$ cat config.mk
export PLATFORM = sky130hd
export DESIGN_NAME = fault_supervisor
export DESIGN_NICKNAME = d
export VERILOG_FILES = /design/src/supervisor_pkg.sv /design/src/window_filter_if.sv /design/src/window_deglitch.sv /design/src/fault_supervisor.sv
export SDC_FILE = /design/constraint.sdc
export NUM_CORES = 1
export LEC_CHECK = 0
export ABC_AREA = 1
export CAP_MARGIN = 20
export CORE_MARGIN = 2
export CORE_UTILIZATION = 25
export CTS_BUF_LIST = sky130_fd_sc_hd__clkbuf_8
export DETAILED_ROUTE_END_ITERATION = 10
export DONT_BUFFER_PORTS = 1
export PLACE_DENSITY = 0.38
export SYNTH_ARGS = -nofsm -noshare
export SYNTH_HDL_FRONTEND = slang
export SYNTH_SLANG_ARGS = --single-unit
$ cat constraint.sdc
create_clock -name clk_sys_i -period 1.6 [get_ports clk_sys_i]
set_clock_uncertainty 0.15 [all_clocks]
set_input_delay 0.08 -clock clk_sys_i [delete_from_list [all_inputs] [get_ports clk_sys_i]]
set_output_delay 0.08 -clock clk_sys_i [all_outputs]
set_load 0.1 [all_outputs]
$ cat src/supervisor_pkg.sv
package supervisor_pkg;

   // Clock and timing.
   localparam int unsigned CLK_PERIOD_NS      = 100;
   localparam int unsigned RETRY_PAUSE_NS     = 128000;
   localparam int unsigned RETRY_PAUSE_CYCLES = (RETRY_PAUSE_NS + CLK_PERIOD_NS - 1) /
                                                CLK_PERIOD_NS;
   localparam int unsigned DEGLITCH_NS        = 40000;
   localparam int unsigned DEGLITCH_CYCLES    = (DEGLITCH_NS + CLK_PERIOD_NS - 1) /
                                                CLK_PERIOD_NS;

   // Consecutive limited switching cycles.
   localparam int unsigned RETRY_TRIP_CYCLES  = 32;
   localparam int unsigned LIMIT_FLAG_CYCLES  = 4;

   // Reset values of the sampled control bits.
   localparam logic RETRY_ENABLE_RESET        = 1'h0;
   localparam logic DISCHARGE_ENABLE_RESET    = 1'h1;
   localparam logic TRANSITION_BLANK_RESET    = 1'h0;

   // The window filter starts in the out-of-window state so power-good starts low.
   localparam logic WINDOW_FILTER_RESET       = 1'h1;

   typedef enum logic [2:0] {
      ST_OFF       = 3'h0,
      ST_SOFTSTART = 3'h1,
      ST_RUN       = 3'h3,
      ST_PAUSE     = 3'h2,
      ST_LOCKOUT   = 3'h6
   } conv_state_t;

endpackage : supervisor_pkg

$ cat src/window_filter_if.sv
interface window_filter_if;
   logic raw_fault;
   logic filt_fault;

   modport filter (
      input  raw_fault,
      output filt_fault
   );

   modport user (
      output raw_fault,
      input  filt_fault
   );
endinterface : window_filter_if

$ cat src/window_deglitch.sv
module window_deglitch
   import supervisor_pkg::*;
#(
   parameter int unsigned CYCLES = DEGLITCH_CYCLES
) (
   input  wire logic      clk_sys_i,
   input  wire logic      rst_b_i,
   window_filter_if.filter win
);

   localparam int unsigned CNT_W = $clog2(CYCLES + 1);

   logic [CNT_W-1:0] cnt_reg;
   logic             filt_reg;

   // The output follows the comparator only after it has disagreed for CYCLES clocks.
   always_ff @(posedge clk_sys_i or negedge rst_b_i) begin
      if (!rst_b_i) begin
         cnt_reg  <= '0;
         filt_reg <= WINDOW_FILTER_RESET;
      end else if (win.raw_fault == filt_reg) begin
         cnt_reg <= '0;
      end else if (cnt_reg == CNT_W'(CYCLES - 1)) begin
         cnt_reg  <= '0;
         filt_reg <= win.raw_fault;
      end else begin
         cnt_reg <= cnt_reg + CNT_W'(1);
      end
   end

   assign win.filt_fault = filt_reg;

   chk_filter_follows_raw: assert property (@(posedge clk_sys_i) disable iff (!rst_b_i)
      $changed(filt_reg) |-> (filt_reg == $past(win.raw_fault)))
      else $error("Filter changed to a value the comparator did not hold.");

   chk_filter_holds_short: assert property (@(posedge clk_sys_i) disable iff (!rst_b_i)
      (win.raw_fault != filt_reg) && (cnt_reg == '0) ##1 (win.raw_fault == filt_reg)
      |=> (filt_reg == $past(filt_reg, 2)))
      else $error("Filter passed a one-cycle glitch.");

endmodule : window_deglitch

$ cat src/fault_supervisor.sv
// Behaviour
// - Supply above upper threshold stops switching and discharges output if enabled.
// - Supply below lower release threshold restarts switching with fresh soft-start.
// - High-side limit turns high side off, low side on, until low-side limit.
// - Retry policy only when its enable bit is one; bit resets disabled.
// - Thirty-two consecutive limited cycles pause switching fixed time, then soft-start again.
// - Each retry trip sets retry flag and holds power-good low until regulated.
// - Retry flag clears only on status read while overload is absent.
// - Retry disabled means continuous cycle-by-cycle limiting with no pause.
// - Continuous mode sets current-limit flag after four consecutive limited cycles.
// - Current-limit flag clears only on status read while overload is absent.
// - Standalone or primary drives power-good as open drain, low or released.
// - Secondary reads power-good as soft-start done, permitting continuous switching.
// - Output outside ninety-five to one hundred five percent window pulls power-good low; a secondary ignores the window.
// - Window result is deglitched, delaying power-good rising edge by deglitch time.
// - With blanking bit set, window result ignored during voltage transitions.
// - Power-good low when disabled, hot, undervolted, overvolted, soft-starting or retrying.
// - Discharge active only with discharge enable set; bit resets to enabled.
module fault_supervisor
   import supervisor_pkg::*;
#(
   parameter int unsigned PAUSE_CYCLES    = RETRY_PAUSE_CYCLES,
   parameter int unsigned FILTER_CYCLES   = DEGLITCH_CYCLES,
   parameter int unsigned TRIP_CYCLES     = RETRY_TRIP_CYCLES,
   parameter int unsigned LIMIT_CYCLES    = LIMIT_FLAG_CYCLES
) (
   input  wire logic clk_sys_i,
   input  wire logic rst_b_i,
   input  wire logic enable_i,
   input  wire logic thermal_shutdown_i,
   input  wire logic uvlo_i,
   input  wire logic supply_over_i,
   input  wire logic supply_release_i,
   input  wire logic softstart_done_i,
   input  wire logic cycle_tick_i,
   input  wire logic pwm_high_i,
   input  wire logic hs_over_limit_i,
   input  wire logic ls_below_limit_i,
   input  wire logic window_fault_i,
   input  wire logic transition_active_i,
   input  wire logic secondary_i,
   input  wire logic status_read_i,
   input  wire logic discharge_enable_i,
   input  wire logic overload_retry_enable_i,
   input  wire logic power_good_transition_blank_i,
   input  wire logic power_good_i,
   output logic      power_good_o,
   output logic      power_good_oe_o,
   output logic      switching_o,
   output logic      hs_gate_o,
   output logic      ls_gate_o,
   output logic      discharge_o,
   output logic      softstart_start_o,
   output logic      ccm_allow_o,
   output logic      overload_retry_flag_o,
   output logic      current_limit_flag_o,
   output logic      supply_overvoltage_lockout_o
);

   localparam int unsigned CNT_W   = $clog2(TRIP_CYCLES + 1);
   localparam int unsigned PAUSE_W = $clog2(PAUSE_CYCLES + 1);

   conv_state_t      state_reg;
   conv_state_t      state_next;
   logic             retry_en_reg;
   logic             discharge_en_reg;
   logic             blank_reg;
   logic             enabled_once_reg;
   logic             hs_off_reg;
   logic             limited_reg;
   logic [CNT_W-1:0] consec_reg;
   logic [PAUSE_W-1:0] pause_reg;
   logic             retry_flag_reg;
   logic             limit_flag_reg;
   logic             pg_oe_reg;
   logic             pg_pin_prev_reg;
   logic             ccm_reg;
   logic             ss_start_reg;
   logic             hs_gate_reg;
   logic             ls_gate_reg;
   logic             discharge_reg;
   logic             fault_off;
   logic             running;
   logic             cycle_limited;
   logic             retry_trip;
   logic             limit_set;
   logic             overload;
   logic             window_low;
   logic             pg_low;

   window_filter_if win ();

   window_deglitch #(
      .CYCLES (FILTER_CYCLES)
   ) u_deglitch (
      .clk_sys_i (clk_sys_i),
      .rst_b_i   (rst_b_i),
      .win       (win.filter)
   );

   assign win.raw_fault = window_fault_i;

   // Control bits are sampled so that their reset values are defined.
   always_ff @(posedge clk_sys_i or negedge rst_b_i) begin
      if (!rst_b_i) begin
         retry_en_reg     <= RETRY_ENABLE_RESET;
         discharge_en_reg <= DISCHARGE_ENABLE_RESET;
         blank_reg        <= TRANSITION_BLANK_RESET;
      end else begin
         retry_en_reg     <= overload_retry_enable_i;
         discharge_en_reg <= discharge_enable_i;
         blank_reg        <= power_good_transition_blank_i;
      end
   end

   assign fault_off     = !enable_i || thermal_shutdown_i || uvlo_i;
   assign running       = (state_reg == ST_SOFTSTART) || (state_reg == ST_RUN);
   assign cycle_limited = limited_reg || hs_over_limit_i;
   assign retry_trip    = running && cycle_tick_i && cycle_limited && retry_en_reg &&
                          (consec_reg == CNT_W'(TRIP_CYCLES - 1));
   assign limit_set     = running && cycle_tick_i && cycle_limited && !retry_en_reg &&
                          (consec_reg >= CNT_W'(LIMIT_CYCLES - 1));
   assign overload      = (consec_reg != '0) || (state_reg == ST_PAUSE);

   always_comb begin
      state_next = state_reg;
      if (fault_off) begin
         state_next = ST_OFF;
      end else if (supply_over_i) begin
         state_next = ST_LOCKOUT;
      end else begin
         unique case (state_reg)
            ST_OFF: begin
               state_next = ST_SOFTSTART;
            end
            ST_LOCKOUT: begin
               if (supply_release_i) begin
                  state_next = ST_SOFTSTART;
               end
            end
            ST_SOFTSTART: begin
               if (retry_trip) begin
                  state_next = ST_PAUSE;
               end else if (softstart_done_i) begin
                  state_next = ST_RUN;
               end
            end
            ST_RUN: begin
               if (retry_trip) begin
                  state_next = ST_PAUSE;
               end
            end
            ST_PAUSE: begin
               if (pause_reg == PAUSE_W'(PAUSE_CYCLES - 1)) begin
                  state_next = ST_SOFTSTART;
               end
            end
            default: begin
               state_next = ST_OFF;
            end
         endcase
      end
   end

   always_ff @(posedge clk_sys_i or negedge rst_b_i) begin
      if (!rst_b_i) begin
         state_reg    <= ST_OFF;
         ss_start_reg <= 1'h0;
      end else begin
         state_reg    <= state_next;
         ss_start_reg <= (state_next == ST_SOFTSTART) && (state_reg != ST_SOFTSTART);
      end
   end

   // The pause is counted on the device clock, not on switching ticks.
   always_ff @(posedge clk_sys_i or negedge rst_b_i) begin
      if (!rst_b_i) begin
         pause_reg <= '0;
      end else if (state_reg == ST_PAUSE) begin
         pause_reg <= pause_reg + PAUSE_W'(1);
      end else begin
         pause_reg <= '0;
      end
   end

   // Marks a switching cycle in which the high-side limit was reached.
   always_ff @(posedge clk_sys_i or negedge rst_b_i) begin
      if (!rst_b_i) begin
         limited_reg <= 1'h0;
      end else if (cycle_tick_i) begin
         limited_reg <= 1'h0;
      end else if (hs_over_limit_i) begin
         limited_reg <= 1'h1;
      end
   end

   always_ff @(posedge clk_sys_i or negedge rst_b_i) begin
      if (!rst_b_i) begin
         consec_reg <= '0;
      end else if (!running || retry_trip) begin
         consec_reg <= '0;
      end else if (cycle_tick_i) begin
         if (!cycle_limited) begin
            consec_reg <= '0;
         end else if (consec_reg != CNT_W'(TRIP_CYCLES)) begin
            consec_reg <= consec_reg + CNT_W'(1);
         end
      end
   end

   // High side stays off from the limit until current falls below the low-side limit.
   always_ff @(posedge clk_sys_i or negedge rst_b_i) begin
      if (!rst_b_i) begin
         hs_off_reg <= 1'h0;
      end else if (hs_over_limit_i) begin
         hs_off_reg <= 1'h1;
      end else if (ls_below_limit_i) begin
         hs_off_reg <= 1'h0;
      end
   end

   always_ff @(posedge clk_sys_i or negedge rst_b_i) begin
      if (!rst_b_i) begin
         hs_gate_reg <= 1'h0;
         ls_gate_reg <= 1'h0;
      end else begin
         hs_gate_reg <= running && pwm_high_i && !hs_over_limit_i && !hs_off_reg;
         ls_gate_reg <= running && (!pwm_high_i || hs_over_limit_i || hs_off_reg);
      end
   end

   // Discharge only makes sense once the converter has been enabled at least once.
   always_ff @(posedge clk_sys_i or negedge rst_b_i) begin
      if (!rst_b_i) begin
         enabled_once_reg <= 1'h0;
         discharge_reg    <= 1'h0;
      end else begin
         if (running) begin
            enabled_once_reg <= 1'h1;
         end
         discharge_reg <= discharge_en_reg && enabled_once_reg &&
                          ((state_reg == ST_OFF) || (state_reg == ST_LOCKOUT));
      end
   end

   // A new event wins over a clearing read in the same cycle.
   always_ff @(posedge clk_sys_i or negedge rst_b_i) begin
      if (!rst_b_i) begin
         retry_flag_reg <= 1'h0;
         limit_flag_reg <= 1'h0;
      end else begin
         if (retry_trip) begin
            retry_flag_reg <= 1'h1;
         end else if (status_read_i && !overload) begin
            retry_flag_reg <= 1'h0;
         end
         if (limit_set) begin
            limit_flag_reg <= 1'h1;
         end else if (status_read_i && !overload) begin
            limit_flag_reg <= 1'h0;
         end
      end
   end

   assign window_low = win.filt_fault && !(blank_reg && transition_active_i);
   assign pg_low     = (state_reg != ST_RUN) || window_low;

   // A secondary pulls low until its own start-up is done, then only listens.
   always_ff @(posedge clk_sys_i or negedge rst_b_i) begin
      if (!rst_b_i) begin
         pg_oe_reg       <= 1'h1;
         pg_pin_prev_reg <= 1'h0;
         ccm_reg         <= 1'h0;
      end else begin
         pg_oe_reg       <= secondary_i ? (state_reg != ST_RUN) : pg_low;
         pg_pin_prev_reg <= power_good_i;
         if (!running) begin
            ccm_reg <= 1'h0;
         end else if (!secondary_i) begin
            ccm_reg <= 1'h1;
         end else if (power_good_i && !pg_pin_prev_reg && !pg_oe_reg) begin
            ccm_reg <= 1'h1;
         end
      end
   end

   assign power_good_o                 = 1'h0;
   assign power_good_oe_o              = pg_oe_reg;
   assign switching_o                  = running;
   assign hs_gate_o                    = hs_gate_reg;
   assign ls_gate_o                    = ls_gate_reg;
   assign discharge_o                  = discharge_reg;
   assign softstart_start_o            = ss_start_reg;
   assign ccm_allow_o                  = ccm_reg;
   assign overload_retry_flag_o        = retry_flag_reg;
   assign current_limit_flag_o         = limit_flag_reg;
   assign supply_overvoltage_lockout_o = (state_reg == ST_LOCKOUT);

   chk_lockout_stops: assert property (@(posedge clk_sys_i) disable iff (!rst_b_i)
      supply_over_i |=> !switching_o ##1
      (discharge_o == $past(discharge_en_reg && enabled_once_reg)))
      else $error("Overvoltage did not stop switching or set discharge.");

   chk_lockout_release: assert property (@(posedge clk_sys_i) disable iff (!rst_b_i)
      (state_reg == ST_LOCKOUT) && supply_release_i && !supply_over_i && !fault_off
      |=> (state_reg == ST_SOFTSTART) ##0 softstart_start_o)
      else $error("Release from overvoltage lockout did not start soft-start.");

   chk_hs_limit_off: assert property (@(posedge clk_sys_i) disable iff (!rst_b_i)
      hs_over_limit_i ##1 !ls_below_limit_i |=> !hs_gate_o ##0 (ls_gate_o == $past(running)))
      else $error("High side not held off after current limit.");

   chk_retry_pause: assert property (@(posedge clk_sys_i) disable iff (!rst_b_i)
      retry_trip && !fault_off && !supply_over_i |=> (state_reg == ST_PAUSE) ##0 !switching_o)
      else $error("Retry trip did not pause switching.");

   chk_pause_length: assert property (@(posedge clk_sys_i) disable iff (!rst_b_i)
      (state_reg == ST_PAUSE) |-> (pause_reg <= PAUSE_W'(PAUSE_CYCLES - 1)))
      else $error("Retry pause ran longer than its fixed time.");

   chk_pause_needs_en: assert property (@(posedge clk_sys_i) disable iff (!rst_b_i)
      $rose(state_reg == ST_PAUSE) |-> $past(retry_en_reg) && $past(consec_reg) == CNT_W'(TRIP_CYCLES - 1))
      else $error("Pause entered without retry policy or full count.");

   chk_retry_flag: assert property (@(posedge clk_sys_i) disable iff (!rst_b_i)
      retry_trip |=> overload_retry_flag_o ##1 (power_good_oe_o || secondary_i))
      else $error("Retry trip did not set flag and pull power-good low.");

   chk_flag_clear: assert property (@(posedge clk_sys_i) disable iff (!rst_b_i)
      status_read_i && !overload && !retry_trip && !limit_set
      |=> !overload_retry_flag_o && !current_limit_flag_o)
      else $error("Status read with no overload did not clear flags.");

   chk_flag_sticky: assert property (@(posedge clk_sys_i) disable iff (!rst_b_i)
      current_limit_flag_o && !(status_read_i && !overload) |=> current_limit_flag_o)
      else $error("Current-limit flag dropped without a qualifying read.");

   chk_limit_flag_set: assert property (@(posedge clk_sys_i) disable iff (!rst_b_i)
      limit_set |=> current_limit_flag_o ##0 (state_reg != ST_PAUSE))
      else $error("Current-limit flag not set after four limited cycles.");

   chk_pg_forced_low: assert property (@(posedge clk_sys_i) disable iff (!rst_b_i)
      !secondary_i && (state_reg != ST_RUN) |=> power_good_oe_o)
      else $error("Power-good released outside regulation state.");

   chk_pg_window: assert property (@(posedge clk_sys_i) disable iff (!rst_b_i)
      !secondary_i && (state_reg == ST_RUN) && !(win.filt_fault && !(blank_reg && transition_active_i))
      |=> !power_good_oe_o)
      else $error("Power-good held low while in window or blanked.");

endmodule : fault_supervisor

Word level (Yosys, flattened, before mapping)
Index checks and enable logic that the tools add are counted.

Flip-flop bits (word level): 45. Logic and storage cells: 112. Bits of input ports: 20.

Equality and inequality tests: 14. Reductions and logical operators: 47. Muxes and demuxes: 26. Bitwise logic cells: 1. $lt $le $gt $ge: 1. Add/sub/neg operators: 3.

Operator list (number): $mux 6 (4); $mux 3 (7); $logic_and 1x1->1 (18); $mux 9 (2); $pmux 3 s5 (1); $add 11x1->11 const B (1); $eq 11x11->1 const B (1); $mux 1 (11); $mux 11 (1); $logic_not 1->1 (10); $logic_or 1x1->1 (10); $reduce_bool 2->1 (5); $add 9x1->9 const B (1); $eq 9x9->1 const B (1); $add 6x1->6 const B (1); $eq 3x1->1 const B (2); $eq 3x2->1 const B (2); $eq 6x5->1 const B (1); $ge 6x2->1 const B (1); $ne 3x1->1 const B (2); $ne 3x2->1 const B (2); $ne 6x6->1 const B (1); $reduce_bool 6->1 (1); $reduce_and 2->1 (2); other kinds (4) (4).

Depth between registers and ports, before layout
Depth in word-level cells: 12. Mapped depth: 9. Mapped depth without buffers: 9.

Hierarchy
A second synthesis with hierarchy kept.

Cells, all modules: 265. Area, all modules: 2242.2 sq um.

Modules (own cells, without submodules): fault_supervisor (area an instance 1720.4 sq um, cells each 199, times used 1, seq. area each 878.3 sq um); window_deglitch (area an instance 521.8 sq um, cells each 66, times used 1, seq. area each 251.5 sq um).

Worst setup path before layout
No wires, ideal clock.

Path kind: register to register. From: reg state_reg[0]. To: reg ss_start_reg, in the netlist softstart_start_o. Library setup time: 122 ps. Arrival: 1863 ps. Period minus slack after synthesis: 2135 ps. Slack: -535 ps. Data required time: 1328 ps. Cell stages (with the launch flop): 9. Cells stage by stage: dfrtp_1 inv_1 nand2_1 nor2_2 nand2_1 nand2_1 a21oi_1 nand3_1 a21oi_1.

RTL lines: start, declared (line fault_supervisor.sv:63) `conv_state_t state_reg;`; start signal, assigned (line fault_supervisor.sv:170) `state_reg <= state_next;`; $eq 3x3->1; via supply_overvoltage_lockout_o (line fault_supervisor.sv:57) `output logic supply_overvoltage_lockout_o`; $pmux 3 s5 (line fault_supervisor.sv:132) `unique case (state_reg)`; $mux 3 (line fault_supervisor.sv:129) `end else if (supply_over_i) begin`; $mux 3 (line fault_supervisor.sv:127) `if (fault_off) begin`; $eq 3x1->1 (line fault_supervisor.sv:171) `ss_start_reg <= (state_next == ST_SOFTSTART) && (state_reg != ST_SOFTSTART);`; $logic_and 1x1->1 (line fault_supervisor.sv:171); end signal, assigned (line fault_supervisor.sv:171); end, declared (line fault_supervisor.sv:78) `logic ss_start_reg;`.

The timed path passes the listed nets, and every way through them passes these cells. A chain may end at the register's enable or synchronous reset.

Worst setup path after layout
From: reg consec_reg[0]. To: reg consec_reg[0].

Cells in the longest elaborated chain, start to end: 5.

RTL lines: start, declared (line fault_supervisor.sv:71) `logic [CNT_W-1:0] consec_reg;`; start signal, assigned (line fault_supervisor.sv:206) `consec_reg <= consec_reg + CNT_W'(1);`; $add 6x1->6 / $eq 6x5->1 (equally long branches) (line fault_supervisor.sv:206, fault_supervisor.sv:120); $mux 6 / $logic_and 1x1->1 (equally long branches) (line fault_supervisor.sv:205, fault_supervisor.sv:119); $mux 6 / $logic_or 1x1->1 (equally long branches) (line fault_supervisor.sv:203, fault_supervisor.sv:200); $mux 6 (tied with other cells) (line fault_supervisor.sv:202) `end else if (cycle_tick_i) begin`; $mux 6 / $reduce_and 2->1 (equally long branches).

Several ways; a longest one is shown, not always the timed one. The select of a mux whose other input is x is not followed.

==> impl_metrics.tcl <==
set metrics [dict create \
    outcome "finished, final reports clean" \
    synth_area_leaders "sky130_fd_sc_hd__dfrtp_1, sky130_fd_sc_hd__nand2_1, sky130_fd_sc_hd__inv_1" \
    area_of_the_core_mm2 0.00864 \
    critPathKind "reg -> reg" \
    post-dp-hpwl_mm 3.66 \
    floorplan.die_area_mm2 0.00960 \
    drc_violation_total_after_the_first_tritonroute_iteration 70 \
    final_period_minus_worst_setup_slack_ps 1570 \
    clockRootBuffer "sky130_fd_sc_hd__clkbuf_8" \
    grt_util_all_layers 0.112 \
    setup-tns-final_ps 0 \
    largest_reg_flops 11 \
    number_of_global_route_vias_before_repair 1821 \
    final_net_count 338 \
    synthesis.instances 256 \
    place_congestion 0.768 \
    cp.arrival_ps 1640 \
    regToRegEndpoint "consec_reg[0]" \
    yosysWarnings 0 \
    final_layout_size_suffix_gt1_frac 0.283 \
    total_leakage_power_nw 1.39 \
    horizontal_die_dimension_um 98.0 \
    num_rows 34 \
    cts_sinks 45 \
    crit_start_category "flip-flop" \
    postRouteWirelength_mm 5.27 \
    final-setup-viol-count 0 \
    clock_tree_from_tritoncts "built" \
    placedInstanceArea_mm2 0.00250 \
    worst_r2r_path_depth 9 \
    worst_r2r_startpoint "consec_reg[0]" \
    pin_count_of_the_biggest_net_entering_global_routing 46 \
    worst-endpoint-required_ps 1660 \
    initial_core_util 0.256 \
    layout_common_cells "sky130_fd_sc_hd__nand2_1, sky130_fd_sc_hd__dfrtp_1, sky130_fd_sc_hd__inv_1, sky130_fd_sc_hd__buf_4, sky130_fd_sc_hd__nor2_1" \
    floorplan.die.height_um 98.0 \
    postSynthAreaPerCell_um2 8.63 \
    synth_sequential_area_ratio 0.512 \
    worst_hold_path_type "in -> reg" \
    power.density_cell_area_mw_per_mm2 712 \
    synth_nets 280 \
    wire_length_per_cell_um 12.5 \
    most_common_library_cell_in_the_layout_ignoring_fill_and_taps "sky130_fd_sc_hd__nand2_1" \
    antennaDiodeCount 0 \
    number_of_antenna_violations_at_the_first_check_in_global_routing 0 \
    cap_viol_max_count 0 \
    synth-edff-count 0 \
    worstPathMaxFanout 7 \
    synth_flop_cell "sky130_fd_sc_hd__dfrtp_1" \
    place.port_buffers 0 \
    slew_viol_final 0 \
    clk_latency_ps 300 \
    final-hold-violation-count 0 \
    vias_per_cell 4.27 \
    cts.clk_slew.worst_paths_ps 90 \
    power.total_w 0.00216 \
    cts_buffers 5 \
    regToRegSetupSlack_ps 30 \
    final_min_period_over_clock_period 0.983 \
    synthesis.area_mm2 0.00221 \
    maximum_root_to_sink_buffer_count 2 \
    synth-async-reset-ratio 1.00 \
    first_pass_iters 4 \
    global_route_wire_length_before_repair_mm 8.71 \
    fmax_mhz 636 \
    synth.largest_area_cell "sky130_fd_sc_hd__dfrtp_1" \
    final_cell_area_mm2 0.00303 \
    unrepaired_setup_endpoints_after_global_routing "yes" \
    ios 31 \
    crit_path_start "consec_reg[0]" \
    irDropWorstVdd_mv 0.332 \
    yosys_register_bits 45 \
    post-route-drc-count 0 \
    h-tree-depth 2 \
    postRouteAntennaNets 0 \
    synthToLayoutAreaGrowth_pct 37.2 \
    area_share_of_the_largest_cell_type_after_synthesis 0.476 \
    critPathCapture "consec_reg[0]" \
    dr_total_vias 1805 \
    ys_types 33 \
    globalRoute.totalOverflow 0 \
    category_of_the_worst_setup_path_capture_point "flip-flop" \
]
[synth_stat cells, types with 2 or more instances]
cell                      instances
sky130_fd_sc_hd__nor4_1           2
sky130_fd_sc_hd__nand3_1         19
sky130_fd_sc_hd__nand2_1         42
sky130_fd_sc_hd__nor2_1          29
sky130_fd_sc_hd__ha_1             4
sky130_fd_sc_hd__nand2_4          2
sky130_fd_sc_hd__inv_1           41
sky130_fd_sc_hd__nor3b_1          2
sky130_fd_sc_hd__o21ai_0         10
sky130_fd_sc_hd__nor2_2           3
sky130_fd_sc_hd__a31oi_1          2
sky130_fd_sc_hd__a21oi_1         14
sky130_fd_sc_hd__dfstp_2          3
sky130_fd_sc_hd__nor3_1          10
sky130_fd_sc_hd__inv_2            4
sky130_fd_sc_hd__dfrtp_1         42
sky130_fd_sc_hd__and3_1           2
sky130_fd_sc_hd__o21ai_1          3
sky130_fd_sc_hd__xor2_1           3
sky130_fd_sc_hd__nor2_4           4
sky130_fd_sc_hd__nand3_4          2
sky130_fd_sc_hd__xnor2_1          2
[layout make-up]
class / instances / area, um^2
Timing Repair Buffer: 52 / 473
Inverter: 45 / 171
Clock buffer: 5 / 68.8
Multi-Input combinational cell: 165 / 1020
Sequential cell: 45 / 1130
Clock inverter: 3 / 21.3
Fill cell: 925 / 5610
Tap cell: 108 / 135
[per-layer routing]
metal	global-route usage	up-vias	share of wire
li1	-	929	-
met1	0.149	840	0.48
met2	0.180	31	0.48
met3	0.0272	5	0.031
met4	0.0374	0	0.013
met5	0	-	0
[report_power, final]
group | internal, W | total [W] | switching, W | leakage (nW)
logic | 0.0000911 | 0.000243 | 0.000152 | 0.757
registers | 0.00116 | 0.00118 | 0.0000139 | 0.590
clock network | 0.000311 | 0.000737 | 0.000426 | 0.0445
[timing repair]
item	CTS	global route
hold buffers	23	0
setup endpoints to repair	3	19
pin swaps	0	2
buffers inserted	0	8
resized for setup	3	31
hold endpoints to repair	73	0
[kinds of logic after synthesis]
logic type,share of synthesized area
xor+xnor,0.0198
other cells,0.00170
flops,0.512
mux,0.00510
compound gates,0.0771
simple gates,0.282
buf+inv,0.0799
fa+ha+maj,0.0227
[metrics by stage]
step / hold slack, ps / utilization / setup WS [ps] / std cells
2_1_floorplan: -366 / - / -286 / 256
3_3_place_gp: -364 / 0.290 / 24.7 / 384
3_5_place_dp: -364 / 0.290 / 9.51 / 384
4_1_cts: 6.43 / 0.331 / 0.312 / 415
5_1_grt: 55.3 / 0.351 / -64.7 / 423
6_report: 12.6 / 0.351 / 27.1 / 423
[worst min-delay path by stage]
stage,start,endpoint,slack (ps),depth (start not counted)
4_1_cts,enable_i,softstart_start_o,6,5
3_3_place_gp,rst_b_i,u_deglitch.cnt_reg[5],-360,0
3_5_place_dp,rst_b_i,u_deglitch.cnt_reg[3],-360,0
5_1_grt,hs_over_limit_i,overload_retry_flag_o,60,4
6_report,enable_i,state_reg[0],10,6
2_1_floorplan,rst_b_i,blank_reg,-370,0
[critical path, stage by stage, from the launching register on]
cell	delay, ps
sky130_fd_sc_hd__dfrtp_2	430
sky130_fd_sc_hd__ha_4	170
sky130_fd_sc_hd__nand3_4	90
sky130_fd_sc_hd__nor2_4	120
sky130_fd_sc_hd__nand3_4	110
sky130_fd_sc_hd__nand3_4	100
sky130_fd_sc_hd__nand2_4	70
sky130_fd_sc_hd__nand2_4	110
sky130_fd_sc_hd__nand2_1	60
sky130_fd_sc_hd__o21ai_1	80
Note: power is estimated with default switching activity, not from simulation.
